<file path="src/core/servo_io_pkg.sv">
// constants, field layouts and carrier types of the servo i/o function block
// What this block does
// - gain switching picks gain set one or two
// - digit 0001: closed set one, open set two
// - digit 0002: closed set two, open set one
// - default 0003 ignores input, always set one
// - gain digit is lowest config digit
// - mode switching picks control mode one or two
// - mode digit is third config digit
// - default ignores input; enabled settings map or invert
// - any fault warning disables drive; digit 1 asserts output
// - eleven listed warnings form the fault class
// - digit 1: output closed while warning present
// - digit 2: output closed while no warning
// - default 3: fault output off, pin general purpose
package servo_io_pkg;

  // ****************************************************
  // register offsets (byte addresses)
  // ****************************************************
  localparam logic [7:0] OFS_IN_CFG   = 8'h00;
  localparam logic [7:0] OFS_OUT_CFG  = 8'h04;
  localparam logic [7:0] OFS_GAIN_ONE = 8'h08;
  localparam logic [7:0] OFS_GAIN_TWO = 8'h0C;
  localparam logic [7:0] OFS_MODE_ONE = 8'h10;
  localparam logic [7:0] OFS_MODE_TWO = 8'h14;
  localparam logic [7:0] OFS_GPO      = 8'h18;
  localparam logic [7:0] OFS_STATE    = 8'h1C;
  localparam logic [7:0] OFS_IRQ_STAT = 8'h20;
  localparam logic [7:0] OFS_IRQ_EN   = 8'h24;
  localparam logic [7:0] OFS_IRQ_CLR  = 8'h28;

  // ****************************************************
  // field positions and digit codes
  // ****************************************************
  localparam int GAIN_DIGIT_LSB  = 0;
  localparam int MODE_DIGIT_LSB  = 8;
  localparam int FAULT_DIGIT_LSB = 8;
  localparam int WARN_COUNT      = 11;
  localparam int IRQ_FAULT       = 0;
  localparam int IRQ_GAIN        = 1;
  localparam int IRQ_MODE        = 2;
  localparam logic [3:0] DIGIT_DIRECT   = 4'h1;
  localparam logic [3:0] DIGIT_INVERTED = 4'h2;
  localparam logic [3:0] DIGIT_DISABLED = 4'h3;

  // ****************************************************
  // reset values
  // ****************************************************
  localparam logic [15:0] RST_IN_CFG  = 16'h0303;
  localparam logic [15:0] RST_OUT_CFG = 16'h0300;
  localparam logic [15:0] RST_PARAM   = 16'h0000;
  localparam logic [2:0]  RST_IRQ     = 3'h0;

  // ****************************************************
  // carrier types
  // ****************************************************
  typedef struct packed {
    logic        cyc;
    logic        stb;
    logic        we;
    logic [7:0]  adr;
    logic [3:0]  sel;
    logic [31:0] dat;
  } wb_req_t;

  typedef struct packed {
    logic        ack;
    logic [31:0] dat;
  } wb_rsp_t;

  typedef enum logic {
    SET_ONE = 1'b0,
    SET_TWO = 1'b1
  } set_sel_t;

endpackage

</file>
<file path="src/core/servo_io_function_select.sv">
// gain switch, control mode switch and fault output with wishbone registers
//
// Added by the designer: register access over Wishbone and the placing of the registers.
`timescale 1ns/1ps
module servo_io_function_select
  import servo_io_pkg::*;
(
  input  wire logic                  clk_i,
  input  wire logic                  rst_i,
  input  wire wb_req_t               wb_i,
  output wb_rsp_t                    wb_o,
  input  wire logic                  gain_select_input_i,
  input  wire logic                  mode_select_input_i,
  input  wire logic [WARN_COUNT-1:0] warnings_i,
  output logic [15:0]                active_gain_o,
  output logic [15:0]                active_mode_o,
  output logic                       gain_two_active_o,
  output logic                       mode_two_active_o,
  output logic                       fault_output_o,
  output logic                       drive_enable_o,
  output logic                       irq_o
);

  // ****************************************************
  // helper functions
  // ****************************************************

  // true when the second set is chosen for a digit and pin level
  function automatic logic pick_two(input logic [3:0] digit,
                                    input logic       closed);
    logic r;
    r = 1'b0;
    if (digit == DIGIT_DIRECT) begin
      r = ~closed;
    end else if (digit == DIGIT_INVERTED) begin
      r = closed;
    end
    return r;
  endfunction

  // byte-lane merge of a 16-bit register
  function automatic logic [15:0] merge16(input logic [15:0] old,
                                          input logic [31:0] dat,
                                          input logic [3:0]  sel);
    logic [15:0] r;
    r = old;
    if (sel[0]) begin
      r[7:0] = dat[7:0];
    end
    if (sel[1]) begin
      r[15:8] = dat[15:8];
    end
    return r;
  endfunction

  // ****************************************************
  // registers and internal state
  // ****************************************************
  logic [15:0] in_cfg_reg;
  logic [15:0] out_cfg_reg;
  logic [15:0] gain_one_reg;
  logic [15:0] gain_two_reg;
  logic [15:0] mode_one_reg;
  logic [15:0] mode_two_reg;
  logic        gpo_reg;
  logic [2:0]  irq_stat_reg;
  logic [2:0]  irq_en_reg;
  logic        ack_reg;
  logic [31:0] rdat_reg;
  logic [1:0]  gain_sync_reg;
  logic [1:0]  mode_sync_reg;
  set_sel_t    gain_sel_reg;
  set_sel_t    mode_sel_reg;
  logic        fault_reg;
  logic        pin_reg;
  logic        wr_take;
  logic        rd_take;
  logic [3:0]  gain_digit;
  logic [3:0]  mode_digit;
  logic [3:0]  fault_digit;
  logic        any_warning;
  set_sel_t    gain_sel_next;
  set_sel_t    mode_sel_next;
  logic        pin_next;
  logic [2:0]  irq_set;
  logic [31:0] rdat_next;

  // ****************************************************
  // wishbone slave
  // ****************************************************

  // a write lands on the edge where the master sees ack high
  assign wr_take = wb_i.cyc & wb_i.stb & wb_i.we & ack_reg;
  assign rd_take = wb_i.cyc & wb_i.stb & ~ack_reg;

  // one ack per request, dropped in the cycle after
  always_ff @(posedge clk_i) begin
    if (rst_i) begin
      ack_reg  <= 1'b0;
      rdat_reg <= 32'h0000_0000;
    end else begin
      ack_reg  <= rd_take;
      rdat_reg <= rd_take ? rdat_next : 32'h0000_0000;
    end
  end

  // read mux, unmapped addresses read zero
  always_comb begin
    rdat_next = 32'h0000_0000;
    case (wb_i.adr)
      OFS_IN_CFG:   rdat_next[15:0] = in_cfg_reg;
      OFS_OUT_CFG:  rdat_next[15:0] = out_cfg_reg;
      OFS_GAIN_ONE: rdat_next[15:0] = gain_one_reg;
      OFS_GAIN_TWO: rdat_next[15:0] = gain_two_reg;
      OFS_MODE_ONE: rdat_next[15:0] = mode_one_reg;
      OFS_MODE_TWO: rdat_next[15:0] = mode_two_reg;
      OFS_GPO:      rdat_next[0]    = gpo_reg;
      OFS_STATE: begin
        rdat_next[0]    = gain_sel_reg;
        rdat_next[1]    = mode_sel_reg;
        rdat_next[2]    = fault_reg;
        rdat_next[3]    = pin_reg;
        rdat_next[26:16] = warnings_i;
      end
      OFS_IRQ_STAT: rdat_next[2:0] = irq_stat_reg;
      OFS_IRQ_EN:   rdat_next[2:0] = irq_en_reg;
      default:      rdat_next = 32'h0000_0000;
    endcase
  end

  assign wb_o.ack = ack_reg;
  assign wb_o.dat = rdat_reg;

  // configuration and parameter registers
  always_ff @(posedge clk_i) begin
    if (rst_i) begin
      in_cfg_reg   <= RST_IN_CFG;
      out_cfg_reg  <= RST_OUT_CFG;
      gain_one_reg <= RST_PARAM;
      gain_two_reg <= RST_PARAM;
      mode_one_reg <= RST_PARAM;
      mode_two_reg <= RST_PARAM;
      gpo_reg      <= 1'b0;
      irq_en_reg   <= RST_IRQ;
    end else if (wr_take) begin
      case (wb_i.adr)
        OFS_IN_CFG:
          in_cfg_reg <= merge16(in_cfg_reg, wb_i.dat, wb_i.sel);
        OFS_OUT_CFG:
          out_cfg_reg <= merge16(out_cfg_reg, wb_i.dat, wb_i.sel);
        OFS_GAIN_ONE:
          gain_one_reg <= merge16(gain_one_reg, wb_i.dat, wb_i.sel);
        OFS_GAIN_TWO:
          gain_two_reg <= merge16(gain_two_reg, wb_i.dat, wb_i.sel);
        OFS_MODE_ONE:
          mode_one_reg <= merge16(mode_one_reg, wb_i.dat, wb_i.sel);
        OFS_MODE_TWO:
          mode_two_reg <= merge16(mode_two_reg, wb_i.dat, wb_i.sel);
        OFS_GPO: begin
          if (wb_i.sel[0]) begin
            gpo_reg <= wb_i.dat[0];
          end
        end
        OFS_IRQ_EN: begin
          if (wb_i.sel[0]) begin
            irq_en_reg <= wb_i.dat[2:0];
          end
        end
        default: ;
      endcase
    end
  end

  // ****************************************************
  // input synchronisers
  // ****************************************************

  // two flops per pin, only stage two feeds the logic
  always_ff @(posedge clk_i) begin
    if (rst_i) begin
      gain_sync_reg <= 2'b00;
      mode_sync_reg <= 2'b00;
    end else begin
      gain_sync_reg <= {gain_sync_reg[0], gain_select_input_i};
      mode_sync_reg <= {mode_sync_reg[0], mode_select_input_i};
    end
  end

  // ****************************************************
  // gain and mode selection
  // ****************************************************
  assign gain_digit  = in_cfg_reg[GAIN_DIGIT_LSB +: 4];
  assign mode_digit  = in_cfg_reg[MODE_DIGIT_LSB +: 4];
  assign fault_digit = out_cfg_reg[FAULT_DIGIT_LSB +: 4];

  // any digit other than 1 or 2 keeps set one
  assign gain_sel_next = set_sel_t'(pick_two(gain_digit,
                                             gain_sync_reg[1]));
  assign mode_sel_next = set_sel_t'(pick_two(mode_digit,
                                             mode_sync_reg[1]));

  // active gain set and control mode
  always_ff @(posedge clk_i) begin
    if (rst_i) begin
      gain_sel_reg  <= SET_ONE;
      mode_sel_reg  <= SET_ONE;
      active_gain_o <= RST_PARAM;
      active_mode_o <= RST_PARAM;
    end else begin
      gain_sel_reg  <= gain_sel_next;
      mode_sel_reg  <= mode_sel_next;
      active_gain_o <= (gain_sel_next == SET_TWO) ?
                       gain_two_reg : gain_one_reg;
      active_mode_o <= (mode_sel_next == SET_TWO) ?
                       mode_two_reg : mode_one_reg;
    end
  end

  assign gain_two_active_o = gain_sel_reg;
  assign mode_two_active_o = mode_sel_reg;

  // ****************************************************
  // fault output
  // ****************************************************
  assign any_warning = |warnings_i;

  // pin level: 1 is closed
  always_comb begin
    case (fault_digit)
      DIGIT_DIRECT:   pin_next = any_warning;
      DIGIT_INVERTED: pin_next = ~any_warning;
      default:        pin_next = gpo_reg;
    endcase
  end

  // fault flag and pin change on the same edge
  always_ff @(posedge clk_i) begin
    if (rst_i) begin
      fault_reg <= 1'b0;
      pin_reg   <= 1'b0;
    end else begin
      fault_reg <= any_warning;
      pin_reg   <= pin_next;
    end
  end

  assign fault_output_o = pin_reg;
  assign drive_enable_o = ~fault_reg;

  // ****************************************************
  // interrupts
  // ****************************************************
  assign irq_set[IRQ_FAULT] = any_warning & ~fault_reg;
  assign irq_set[IRQ_GAIN]  = gain_sel_next != gain_sel_reg;
  assign irq_set[IRQ_MODE]  = mode_sel_next != mode_sel_reg;

  // sticky status, a new event beats a clear
  always_ff @(posedge clk_i) begin
    if (rst_i) begin
      irq_stat_reg <= RST_IRQ;
    end else if (wr_take && wb_i.adr == OFS_IRQ_CLR && wb_i.sel[0]) begin
      irq_stat_reg <= (irq_stat_reg & ~wb_i.dat[2:0]) | irq_set;
    end else begin
      irq_stat_reg <= irq_stat_reg | irq_set;
    end
  end

  assign irq_o = |(irq_stat_reg & irq_en_reg);
endmodule

</file>
<file path="config.mk">
export PLATFORM = sky130hd
export DESIGN_NAME = servo_io_function_select
export DESIGN_NICKNAME = d
export VERILOG_FILES = /design/src/core/servo_io_pkg.sv /design/src/core/servo_io_function_select.sv
export SDC_FILE = /design/constraint.sdc
export NUM_CORES = 1
export LEC_CHECK = 0
export BUFFER_PORTS_ARGS = -buffer_cell sky130_fd_sc_hd__buf_2
export CAP_MARGIN = 20
export CELL_PAD_IN_SITES_DETAIL_PLACEMENT = 0
export CELL_PAD_IN_SITES_GLOBAL_PLACEMENT = 1
export CORE_UTILIZATION = 40
export DETAILED_ROUTE_END_ITERATION = 16
export GPL_TIMING_DRIVEN = 1
export PLACE_DENSITY = 0.82
export SLEW_MARGIN = 0
export SYNTH_ARGS = -nofsm -noshare
export SYNTH_HDL_FRONTEND = slang
export SYNTH_SLANG_ARGS = --single-unit
</file>
<file path="constraint.sdc">
create_clock -name clk_i -period 3.4 [get_ports clk_i]
set_clock_uncertainty 0.05 [all_clocks]
set_input_delay 0.68 -clock clk_i [delete_from_list [all_inputs] [get_ports clk_i]]
set_output_delay 0.68 -clock clk_i [all_outputs]
set_load 0.02 [all_outputs]
</file>
==> metrics <==
post_cts resized 0; area of placed instances 7814 um2; placer congestion estimate just over 0.8; Worst Path Arrival roughly 2.4 ns; PortBufs approximately 110; Total Routing Usage GR 21.79%; cell internal pwr approximately 3100 uW; clock-pin slew on the worst setup and hold paths about 0.060 ns; Final ANT Viol Nets 0; Post-Syn Instances around 730; global-route wire length before repair ~30,000 um; initial DRC count roughly 440; largest family of logic cells by synthesized area multiplexers; worst ir drop on vdd about 340 uV; crit path cell chain buf_2, nor4_4, nand3_1, o21ai_0, a21oi_1; critical path required time 3.64 ns; n_diodes 0; Slew headroom between 50% and 60%; Fin. Hold Viols 0; Mapped Area just over 7000 um2; Post-synth EDFFs 0; register area share after synthesis 48.29%; post-layout instance area 8379 um2; Final TNS setup 0 ns; sequential power share just under 50%; Final Instance Count excl. Fillers about 1,100; outcome finished, final reports clean; Final Cycle Share 64.20%; r2r endpoint gain_one_reg[8]; Stages on worst setup path 5; CP Launch Point wb_i[41]; Startpoint Class input pin; Final HPWL DP about 13,000 um; die width ~140 um; Adder-Cell Fraction of Synth Area 0%; FFs w/ async S/R, synth 0%; drt wl/cell ~18 um; Critical-path top delay cell nand3_1; router iterations before antenna repair 5; switching share of power a little under a quarter; Yosys top cell area share about half; dominant synthesized flop cell dfxtp_1; max reg flops 27; row cnt 48; largest net degree at the start of global routing between 100 and 150; grt total ovfl 0; RSZ-0062 raised after global routing false; placed cell count roughly 1,000; WHS Path Cells 1; FMAX around 0.46 GHz; via/cell ratio 5.380; CP endpoint kind flop; CTS tree done; Initial Util around two fifths; Total Wirelength 19,240 um; pwr dens about 490 nW/um2; DR vias approximately 5,700; Synth Area in Compound Gates between 10% and 20%; commonest non-fill, non-tap cell in the layout dfxtp_1; Yosys Warn Count 0; R2R depth 5; crit path time final 2.183 ns; Avg Cell Area, Syn 9.751 um2; FF+latch count, synth roughly 170; CTS buffer count 17; antenna violations before repair 0; core box area around 17,000 um2; clock network fraction of total power a little under half; most frequent cells in the layout 171 x dfxtp_1, 116 x nor2_1, 107 x buf_2, 105 x mux2i_1, 43 x nand2_1; CP Capture Point gain_two_reg[13]; actual slew at the worst max-slew pin 0.7397 ns; CP Buf/Inv Count 1; Post-Synth Simple-Gate Area about 18%; Die Ht roughly 140 um; CTS Root Cell clkbuf_16; Remaining DRCs 0; Final Total Pwr 4071 uW; I/O pin total 132; ranking of synthesized cells by area dfxtp_1 48%, mux2i_1 15%, nor2_1 6.1%; post-synthesis mux area share 18.48%; CTS Sinks about 170; library cells used by synthesis 51; Slew Limit Fails 0; setup bufs post-CTS 0; share of cells above drive strength 1 22.77%; worst skew pair latency approximately 0.43 ns; Crit path max-delay family simple AND/OR/NAND/NOR gates; Leak 0.004061 uW; MaxCap Viol Count 0; WHS 0.4012 ns; reg2reg start ack_reg; critical path type input pin to flop; register-to-register setup slack around 1.6 ns; CTS H-tree depth 4; setup violators final 0; Sw Pwr approximately 950 uW; hold_buf cts 0; logic gate share of total power roughly 4.5%; critical-path maximum fanout 16; fin nets 879; vias in the first global route 5,261; Synth area leader dfxtp_1; CTS max path bufs 2; P&R area growth vs syn 18.20%; Min-Delay Path Class flop to flop; die area between 15,000 and 20,000 um2; xor/xnor share of the synthesized area less than 1%; CP max stage delay just under 0.6 ns
## logic make-up after synthesis
group,count (synthesis)
xor+xnor,2
buf+inv,67
flops,171
mux,121
other cells,1
simple gates,252
compound gates,113
## how the worst min path moves through the flow
| stage | slack (ns) | from | endpoint |
|---|---|---|---|
| after floorplan | 0.36 | gain_sync_reg[0] | gain_sync_reg[1] |
| after global placement | 0.37 | mode_sync_reg[0] | mode_sync_reg[1] |
| after detailed placement | 0.38 | mode_sync_reg[0] | mode_sync_reg[1] |
| after CTS | 0.40 | mode_select_input_i | mode_sync_reg[0] |
| after global routing | 0.40 | warnings_i[5] | rdat_reg[21] |
| final | 0.40 | mode_sync_reg[0] | mode_sync_reg[1] |
## cell type report
type	instances	area (um2)
Inverter	9	33.78
Multi-Input combinational cell	493	3392
Tap cell	225	281.5
Clock inverter	10	91.34
Sequential cell	171	3423
Clock buffer	22	474.2
Timing Repair Buffer	125	683.2
Fill cell	1657	8917
## layer usage
layer	vias up	global-route usage, %	wire length (um)
li1	2744	-	-
met1	2709	31.78	9487
met2	187	31.77	8281
met3	36	4.265	1067
met4	0	7.553	404
met5	-	0	0
## power by group through the flow
stage / Combinational [uW] / Sequential [uW] / Clock, uW
4_1_cts: 180 / 2010 / 1910
2_1_floorplan: 101 / 2050 / 0
3_5_place_dp: 180 / 2050 / 0
3_3_place_gp: 179 / 2050 / 0
5_1_grt: 194 / 2010 / 1990
6_report: 183 / 2010 / 1880
## through the flow
step	util (%)	setup slack [ns]
6_report	48.44	1.217
5_1_grt	48.44	1.040
4_1_cts	48.44	1.245
3_5_place_dp	45.18	0.7936
3_3_place_gp	45.18	0.8256
2_1_floorplan	-	1.170
## cells in the mapped netlist (all sizes together), types with 9 or more instances
library cell  instances
dfxtp               171
nor2                116
mux2i               105
nand2                43
a21oi                35
clkbuf               30
buf                  28
o21ai                26
nand3                25
nand4                17
and2                 14
a22oi                13
a22o                  9
inv                   9
mux2                  9
(Power assumes the default switching activity.)
